==> src/verilog/supervisor_defs.svh <==
/*
 * timing constants for the reset supervisor.
 * assumes a 10 MHz reference clock (100 ns period).
 */
// Operation
// - secondary reset low while either supply flag is high or manual reset low.
// - secondary reset held low one full timeout after all its causes clear.
// - manual reset low forces reset, stretched one timeout after release.
// - floating manual reset input reads as high, never resetting.
// - watchdog kick level held past timeout expires timer, one reset timeout.
// - watchdog timer cleared during reset and on every kick edge.
// - after any reset, long 35 s watchdog timeout until first kick edge.
// - after first kick edge, 1.12 s short timeout; processor must keep toggling.
// - floating watchdog kick input disables watchdog entirely.
// - auxiliary undervoltage flag is a primary reset cause.
// - separate power-fail flag, independent of reset causes.
// - power-fail output low while flag active, released without stretch.
// - any cause recurring during the timeout restarts the count from zero.
// - primary reset asserts on every cause, then stretches for the timeout.
`ifndef SUPERVISOR_DEFS_SVH
`define SUPERVISOR_DEFS_SVH

`define CLK_PERIOD_NS 100
`define WD_LONG_MS 35000
`define WD_SHORT_MS 1120
// least times round up
`define WD_LONG_CYC ((`WD_LONG_MS * 64'd1000000 + `CLK_PERIOD_NS - 1) / `CLK_PERIOD_NS)
`define WD_SHORT_CYC ((`WD_SHORT_MS * 64'd1000000 + `CLK_PERIOD_NS - 1) / `CLK_PERIOD_NS)
`define RST_TIMEOUT_CYC 2100000
`define CNT_W 32

`endif

==> src/verilog/supervisor_pkg.sv <==
/*
 * types for the reset supervisor.
 * assumes supervisor_defs.svh is available on the include path.
 */
`include "supervisor_defs.svh"
package supervisor_pkg;

  typedef struct packed {
    logic primary_uv;
    logic secondary_uv;
    logic aux_uv;
    logic manual_reset_n;
    logic power_fail;
  } cause_t;

  typedef struct packed {
    logic [`CNT_W-1:0] pri_cnt;
    logic [`CNT_W-1:0] sec_cnt;
    logic [`CNT_W-1:0] wd_cnt;
    logic primary_reset_n;
    logic secondary_reset_n;
    logic power_fail_out_n;
    logic wd_short;
    logic kick_prev;
    logic wd_fire;
  } sup_state_t;

endpackage

==> src/verilog/supervisor_reset_watchdog.sv <==
/*
 * reset supervisor: combines supply, auxiliary, manual and watchdog causes
 * into two stretched active-low resets and a power-fail flag.
 * assumes comparator flags and pin-sense inputs are asynchronous to ref_clk_i;
 * all of them pass a two-stage synchroniser first.
 */
`timescale 1ns/100ps
`include "supervisor_defs.svh"
module supervisor_reset_watchdog
  import supervisor_pkg::*;
#(
  parameter logic [`CNT_W-1:0] RST_TIMEOUT_CYC = `CNT_W'(`RST_TIMEOUT_CYC),
  parameter logic [`CNT_W-1:0] WD_LONG_CYC = `CNT_W'(`WD_LONG_CYC),
  parameter logic [`CNT_W-1:0] WD_SHORT_CYC = `CNT_W'(`WD_SHORT_CYC)
) (
  // clock and reset
  input wire logic ref_clk_i,
  input wire logic rst_b_i,
  // comparator flags, high while below threshold
  input wire logic primary_uv_i,
  input wire logic secondary_uv_i,
  input wire logic aux_undervoltage_in_i,
  input wire logic power_fail_in_i,
  // manual reset and its pad-sense: connected is low when pin floats
  input wire logic manual_reset_n_i,
  input wire logic manual_reset_conn_i,
  // watchdog kick and its pad-sense: connected is low when pin floats
  input wire logic watchdog_kick_in_i,
  input wire logic watchdog_conn_i,
  // outputs
  output logic primary_reset_n_o,
  output logic secondary_reset_n_o,
  output logic power_fail_out_n_o
);

  // ----------------------------------------------------------------
  // synchronisers
  // ----------------------------------------------------------------
  localparam int NSYNC = 7;
  logic [NSYNC-1:0] raw;
  logic [NSYNC-1:0] meta_r;
  logic [NSYNC-1:0] sync_r;
  assign raw = {primary_uv_i, secondary_uv_i, aux_undervoltage_in_i, power_fail_in_i,
                manual_reset_n_i | ~manual_reset_conn_i, watchdog_kick_in_i, watchdog_conn_i};

  genvar g;
  generate
    for (g = 0; g < NSYNC; g++) begin : g_sync
      always_ff @(posedge ref_clk_i) begin
        if (!rst_b_i) begin
          meta_r[g] <= 1'b0;
          sync_r[g] <= 1'b0;
        end else begin
          meta_r[g] <= raw[g];
          sync_r[g] <= meta_r[g];
        end
      end
    end
  endgenerate

  cause_t c;
  logic kick;
  logic wd_en;
  // whole struct from one assignment, so it has a single driver
  assign c = '{primary_uv: sync_r[6],
               secondary_uv: sync_r[5],
               aux_uv: sync_r[4],
               manual_reset_n: sync_r[2],
               power_fail: sync_r[3]};
  assign kick = sync_r[1];
  assign wd_en = sync_r[0];

  // ----------------------------------------------------------------
  // state
  // ----------------------------------------------------------------
  sup_state_t s_r;
  sup_state_t s_nxt;
  logic sec_cause;
  logic pri_cause;
  logic kick_edge;
  logic [`CNT_W-1:0] wd_limit;

  // stretch counter step: cause restarts from zero, else count to timeout
  function automatic logic [`CNT_W-1:0] stretch(input logic cause,
                                                input logic [`CNT_W-1:0] cnt);
    if (cause) begin
      stretch = '0;
    end else if (cnt < RST_TIMEOUT_CYC) begin
      stretch = cnt + `CNT_W'(1);
    end else begin
      stretch = cnt;
    end
  endfunction

  always_comb begin
    sec_cause = c.primary_uv | c.secondary_uv | ~c.manual_reset_n;
    pri_cause = sec_cause | c.aux_uv | s_r.wd_fire;
    kick_edge = kick ^ s_r.kick_prev;
    wd_limit = s_r.wd_short ? WD_SHORT_CYC : WD_LONG_CYC;
    s_nxt = s_r;
    s_nxt.kick_prev = kick;
    s_nxt.pri_cnt = stretch(pri_cause, s_r.pri_cnt);
    s_nxt.sec_cnt = stretch(sec_cause, s_r.sec_cnt);
    // reset released only once the full timeout has elapsed cause-free
    s_nxt.primary_reset_n = ~pri_cause && (s_nxt.pri_cnt >= RST_TIMEOUT_CYC);
    s_nxt.secondary_reset_n = ~sec_cause && (s_nxt.sec_cnt >= RST_TIMEOUT_CYC);
    s_nxt.power_fail_out_n = ~c.power_fail;
    s_nxt.wd_fire = 1'b0;
    if (!s_r.primary_reset_n || !wd_en) begin
      // held in reset: timer cleared, long mode rearmed
      s_nxt.wd_cnt = '0;
      s_nxt.wd_short = 1'b0;
    end else if (kick_edge) begin
      s_nxt.wd_cnt = '0;
      s_nxt.wd_short = 1'b1;
    end else if (s_r.wd_cnt + `CNT_W'(1) >= wd_limit) begin
      s_nxt.wd_fire = 1'b1;
      s_nxt.wd_cnt = '0;
    end else begin
      s_nxt.wd_cnt = s_r.wd_cnt + `CNT_W'(1);
    end
  end

  always_ff @(posedge ref_clk_i) begin
    if (!rst_b_i) begin
      s_r <= '{pri_cnt: '0, sec_cnt: '0, wd_cnt: '0, primary_reset_n: 1'b0,
               secondary_reset_n: 1'b0, power_fail_out_n: 1'b1, wd_short: 1'b0,
               kick_prev: 1'b0, wd_fire: 1'b0};
    end else begin
      s_r <= s_nxt;
    end
  end

  assign primary_reset_n_o = s_r.primary_reset_n;
  assign secondary_reset_n_o = s_r.secondary_reset_n;
  assign power_fail_out_n_o = s_r.power_fail_out_n;
endmodule

==> config.mk <==
export PLATFORM = sky130hd
export DESIGN_NAME = supervisor_reset_watchdog
export DESIGN_NICKNAME = d
export VERILOG_FILES = /design/src/verilog/supervisor_pkg.sv /design/src/verilog/supervisor_reset_watchdog.sv
export VERILOG_INCLUDE_DIRS = /design/src /design/src/verilog
export SDC_FILE = /design/constraint.sdc
export NUM_CORES = 1
export LEC_CHECK = 0
export ABC_AREA = 0
export BUFFER_PORTS_ARGS = -buffer_cell sky130_fd_sc_hd__clkbuf_2
export CAP_MARGIN = 20
export CORE_AREA = 2 2 110 112
export CTS_CLUSTER_SIZE = 24
export DETAILED_ROUTE_END_ITERATION = 8
export DIE_AREA = 0 0 112 114
export RECOVER_POWER = 50
export REMOVE_ABC_BUFFERS = 1
export SLEW_MARGIN = 20
export SYNTH_ARGS = -nofsm -noshare
export SYNTH_HDL_FRONTEND = slang
export SYNTH_SLANG_ARGS = --single-unit
==> constraint.sdc <==
create_clock -name ref_clk_i -period 7.44 [get_ports ref_clk_i]
set_clock_uncertainty 0.1 [all_clocks]
set_input_delay 0.372 -clock ref_clk_i [delete_from_list [all_inputs] [get_ports ref_clk_i]]
set_output_delay 0.372 -clock ref_clk_i [all_outputs]
set_load 0.01 [all_outputs]
==> results of run 1 <==
## worst reg2reg max path: stages, from the launching register on
cell	delay, ns
dfxtp_1	0.38
ha_1	0.22
nand3_1	0.21
nor3_1	0.54
and3_1	0.29
and3_1	0.18
xor2_1	0.07
ha_1	0.29
nand2_1	0.07
or3_1	0.38
o211ai_1	0.84
buf_4	0.38
nor2b_1	0.16
## metal layers
layer,vias to the layer above,share of wire,track usage
met5,-,0,0
met4,0,0.017,0.07561
met3,19,0.034,0.05313
met2,59,0.44,0.2954
met1,2082,0.51,0.2555
li1,2263,-,-
## logic make-up after synthesis
family | Yosys count | synth area share
and+or+nand+nor | 318 | 0.3142
muxes | 7 | 0.01288
other | 1 | 0.0006654
AOI/OAI and AO/OA | 67 | 0.09103
DFF | 116 | 0.4121
buffers and inverters | 39 | 0.02953
adders and majority gates | 16 | 0.03552
xor gates and xnor gates | 67 | 0.1041
## stage by stage
stage               worst slack, ns  cell area, µm²  total power [mW]  hold slack (ns)
floorplan                     3.574            5510            0.6520           0.2434
global placement              3.452            5769            0.6610           0.2437
detailed placement            3.288            5769            0.6615           0.2539
CTS                           3.270            6325             1.435          0.03634
global route                  2.997            6320             1.469          0.05595
finish                        3.264            6320             1.418          0.05178
## sequential cells by signal (all words and copies together), names as in the netlist
name and count:
c 5, kick 1, meta_r 7, power_fail_out_n_o 1, primary_reset_n_o 1, s_r 99, secondary_reset_n_o 1, wd_en 1
## cell type report
class                           count  area, µm²
Sequential cell                   116       2322
Clock inverter                     11      112.6
Inverter                            9      33.78
Timing Repair Buffer               14      70.07
Multi-Input combinational cell    478       3154
Fill cell                        1107       5391
Tap cell                          147      183.9
Clock buffer                       19      442.9
## cell usage after synthesis (10+ instances only)
master,n
dfxtp_1,116
nor2_1,61
nand2_1,44
xor2_1,37
and3_1,35
xnor2_1,30
nand3_1,29
nor3_1,28
and2_1,24
clkbuf_1,24
nor3b_1,21
nand4_1,17
ha_1,16
nor4_1,11
o21ai_0,11
and4_1,10
or3_1,10
## power by group through the flow
stage	combinational (mW)	sequential, mW	clock (mW)
after global placement	0.0186	0.642	0
after floorplan	0.0102	0.642	0
after CTS	0.0191	0.629	0.787
final	0.0184	0.630	0.770
after detailed placement	0.0190	0.642	0
after global routing	0.0212	0.629	0.818
## worst max path at each step
stage                          to  slack (ns)  depth (start not counted)
2_1_floorplan  s_r[10]$_SDFF_PP0_        3.57                         10
3_3_place_gp    s_r[0]$_SDFF_PP0_        3.45                         12
3_5_place_dp   s_r[11]$_SDFF_PP0_        3.29                         11
4_1_cts         s_r[0]$_SDFF_PP0_        3.27                         12
5_1_grt         s_r[0]$_SDFF_PP0_        3.00                         11
6_report        s_r[0]$_SDFF_PP0_        3.26                         12
## cell usage in the layout, fill, tap and decap left out, types with 4 or more instances in the layout
master,instances
a21oi_1,9
o21ai_0,11
clkbuf_2,8
and2_0,12
nand3_1,29
inv_1,9
xor2_1,37
clkbuf_1,5
xnor2_1,30
clkbuf_16,17
nor2b_1,6
dfxtp_1,116
or3_1,10
nand2_1,44
and4_1,10
nor2_1,61
nor3b_1,21
clkinv_2,7
and3_1,35
o211ai_1,4
nand4_1,17
nor3_1,28
nor4_1,11
mux2i_1,5
nand2b_1,4
ha_1,16
a21o_1,5
and2_1,13
==> metrics, run 1 <==
status=finished clean; Max Cap Viol=0; crit-path max cell delay=0.84 ns; TritonCTS Buffers=17; Critical Path, Cell by Cell=ha_1 > nand3_1 > nor3_1 > and3_1 > and3_1 > xor2_1 > ha_1 > nand2_1 > or3_1 > o211ai_1 > buf_4 > nor2b_1; area grow syn2layout=12.14%; Clock power frac=0.543; fin crit period=4.176 ns; vias post-DR=4423; Std-Cell Rows=40; CP Launch Type=register; Post-Route Utilization=0.5396; hpwl dp=7.896 mm; Sequential Power Share=0.444; Synth async-reset ratio=0; worst-case clock buffer depth=2; CP max FO=18; Slew HR=0.2084; Die Y-Extent=114 µm; starting density of the core=0.4812; final setup vio count=0; hold_buf cts=0; layout cells sized above 1=0.08810; clk sinks=116; Synth top area share=0.4121; clock slew at reported path FFs=0.05 ns; htree depth=4; number of port buffers=12; RSZ-0062 raised after global routing=false; Sw Share=0.2060; Hold Vio Cnt, Final=0; pins over their slew limit=0; Hold Path Class=in2reg; antenna violations before repair=0; power density over cell area=224.4 nW/µm²; CP delay by family, top=simple AND/OR/NAND/NOR gates; DRT antenna net count=0; GRT Total Usage=0.1913; Net Sw Power=0.2922 mW; CP arrival=4.42 ns; yosys warns=0; Hold Path Depth=2; final worst-path cycle share=0.5613; routed vias/inst=5.571; Yosys reg bits=116; 1st-iter DRT viols=244; non-filler cells, final=794; Reg2Reg Depth=12; Worst Path Required=7.68 ns; Seq/Total Area, Yosys=0.4121; placed cells=764; Power Internal=1.126 mW; Post-synth EDFFs=0; DR WL/cell=14.26 µm; Distinct cells, synth=65; Buffers & Inverters on Critical Path=1; Hold Startpoint=manual_reset_conn_i; synthesized cell area=5635 µm²; top_reg_cell synth=dfxtp_1; root buffer cell=clkbuf_16; largest net degree at the start of global routing=35; router iterations before antenna repair=4; gr ovfl total=0; Max VDD drop=169.1 µV; critical path class=reg2reg; fmax=0.2395 GHz; Sum Neg Setup Slack=0 ns; n_diodes=0; final net count=662; post-CTS setup buffers=0; Worst path slowest cell=o211ai_1; PostCTS Resize Cnt=0; gp weighted congestion=0.8510; Comb power frac=0.013; CTS tree=yes; first-pass GRT wire length=19.72 mm; number of global-route vias before repair=4154; Crit. End Element=register; final WL=11.33 mm; worst flop-to-flop path endpoint=s_r[0]$_SDFF_PP0_; syn_area_per_cell=8.931 µm²; P_leak=2.345 nW; Synth area leaders=dfxtp_1, xor2_1, xnor2_1; Worst Hold Endpoint=meta_r[2]$_SDFF_PN0_; Least-Margin Pin Slew=1.187 ns; internal reg-to-reg setup slack=3.26 ns; Syn Inst Count=631; die width=112 µm; Clock Latency Late Sink=0.41 ns; post-synth top area cell=dfxtp_1; Die Area=12770 µm²; FF-to-FF Start=s_r[6]$_SDFF_PP0_; core region area=11710 µm²; Crit. Startpoint=s_r[6]$_SDFF_PP0_; DR DRC count=0; Boundary Pins=13
(Power assumes the default switching activity.)
==> inputs of run 2 (changes only) <==
- clock period: 7.44 -> 4.4 ns (I/O delays scaled with it)
==> run 2 against run 1 <==
Global-route usage grew 0.27 points. Clock-buffer cell count shrank 2. Critical path depth shrank 4. Worst setup slack lost 2.4 ns. Final cell count grew 1.9%. First-iteration DRC count shrank 11%. Largest cell class unchanged.
==> metrics, run 2 (same netlist as run 1, synthesis figures left out) <==
CP Launch Type=register; Least-Margin Pin Slew=1.192 ns; TritonCTS Buffers=17; Sum Neg Setup Slack=0 ns; starting density of the core=0.4812; vias post-DR=4483; final setup vio count=0; area grow syn2layout=15.05%; clk sinks=116; fill count=1082; core region area=11710 µm²; Power, Total=2.556 mW; Std-Cell Rows=40; Hold Path Class=reg2reg; Die Area=12770 µm²; router iterations before antenna repair=5; Sw Share=0.2075; pins over their slew limit=0; GRT Total Usage=0.1940; gp weighted congestion=0.8488; power density over cell area=394.3 nW/µm²; htree depth=4; worst-case clock buffer depth=2; n_diodes=0; final net count=675; Reg2Reg Depth=8; fin crit period=3.583 ns; clock slew at reported path FFs=0.06 ns; Max VDD drop=538.7 µV; Largest register FFs=99; gr ovfl total=0; fmax=0.2791 GHz; Slew HR=0.2056; hpwl dp=7.928 mm; largest net degree at the start of global routing=35; Critical Path, Cell by Cell=or4_1 > nor4_1 > nand4_1 > nor3_1 > o21ai_0 > o31a_1 > nor4_1 > a221oi_2; Clock Latency Late Sink=0.41 ns; Clock power frac=0.569; most flop-heavy register=s_r; leading cell type in the layout, fill and taps excluded=dfxtp_1; layout cells sized above 1=0.09366; 1st-iter DRT viols=218; Net Sw Power=0.5305 mW; RSZ-0062 raised after global routing=false; internal reg-to-reg setup slack=0.82 ns; P_leak=2.416 nW; DR DRC count=0; CTS tree=yes; CP max FO=8; critical path class=reg2reg; DRT antenna net count=0; Boundary Pins=13; Worst path slowest cell=nor4_1; first-pass GRT wire length=20.06 mm; CP dominant cell by count=nor4_1; hold_buf cts=8; most frequent cells in the layout=dfxtp_1, nor2_1, nand2_1, xor2_1, and3_1; Sequential Power Share=0.416; number of port buffers=12; placed cell areas=5807 µm²; Comb power frac=0.015; Power Internal=2.026 mW; number of global-route vias before repair=4386; placed cells=769; post-CTS setup buffers=0; status=finished clean; cell area after layout=6484 µm²; root buffer cell=clkbuf_16; Crit. End Element=register; final WL=11.62 mm; antenna violations before repair=0; die width=112 µm; crit-path max cell delay=0.64 ns; PostCTS Resize Cnt=0; CP arrival=3.74 ns; routed vias/inst=5.541; non-filler cells, final=809; Die Y-Extent=114 µm; Hold Path Depth=1; Max Cap Viol=0; DR WL/cell=14.37 µm; Worst Path Required=4.56 ns; Hold Vio Cnt, Final=0; final worst-path cycle share=0.8144; Hold WS=0.2649 ns
==> run 2: cell types whose count changed in the layout (fill, tap and decap cells not counted), moves of 2 or more <==
cell	delta
dlygate4sd3_1	+8
buf_4	+5
clkinv_2	-4
inv_6	+4
clkinvlp_4	+3
and2_0	-2
and2_1	+2
bufinv_16	+2
==> run 2: path summary, 6_finish.rpt <==
check,end,from
max reg2reg,primary_reset_n_o$_SDFF_PN0_,s_r[95]$_SDFF_PN0_
min reg2reg,power_fail_out_n_o$_SDFF_PN1_,c[0]$_SDFF_PN0_
min,power_fail_out_n_o$_SDFF_PN1_,c[0]$_SDFF_PN0_
max,primary_reset_n_o$_SDFF_PN0_,s_r[95]$_SDFF_PN0_
==> run 2: power by group through the flow <==
stage                     sequential, mW  combinational, mW  clock (mW)
after floorplan                     1.09             0.0173           0
after global placement              1.09             0.0325           0
after detailed placement            1.09             0.0337           0
after CTS                           1.06             0.0395        1.48
after global routing                1.06             0.0438        1.53
final                               1.06             0.0387        1.45
==> run 2: routing by layer <==
layer / global-route usage / routed length (µm) / vias to the layer above
met5: 0 / 0 / -
met4: 0.07642 / 187 / 0
met3: 0.05579 / 409 / 16
met2: 0.3099 / 5406 / 75
met1: 0.2497 / 5618 / 2105
li1: - / - / 2287
==> run 2: layout make-up <==
type                            count  area (µm²)  share of cell area
Clock buffer                       17       425.4             0.06561
Clock inverter                     15       201.4             0.03107
Inverter                            9       33.78            0.005210
Multi-Input combinational cell    478        3129              0.4826
Sequential cell                   116        2322              0.3582
Tap cell                          147       183.9             0.02837
Timing Repair Buffer               27       187.7             0.02895
==> run 2: critical path: cells and delay by family (launching register included) <==
family / cells / cell delay, ns
and+or+nand+nor: 5 / 2.63
AOI/OAI and AO/OA: 3 / 0.40
DFF: 1 / 0.30
==> run 2: metrics by stage <==
| stage | worst slack, ns | utilization |
|---|---|---|
| final | 0.8168 | 0.5536 |
| after global routing | 0.3483 | 0.5536 |
| after CTS | 0.7513 | 0.5562 |
| after detailed placement | 0.8113 | 0.4958 |
| after global placement | 0.9426 | 0.4958 |
| after floorplan | 0.5338 | - |
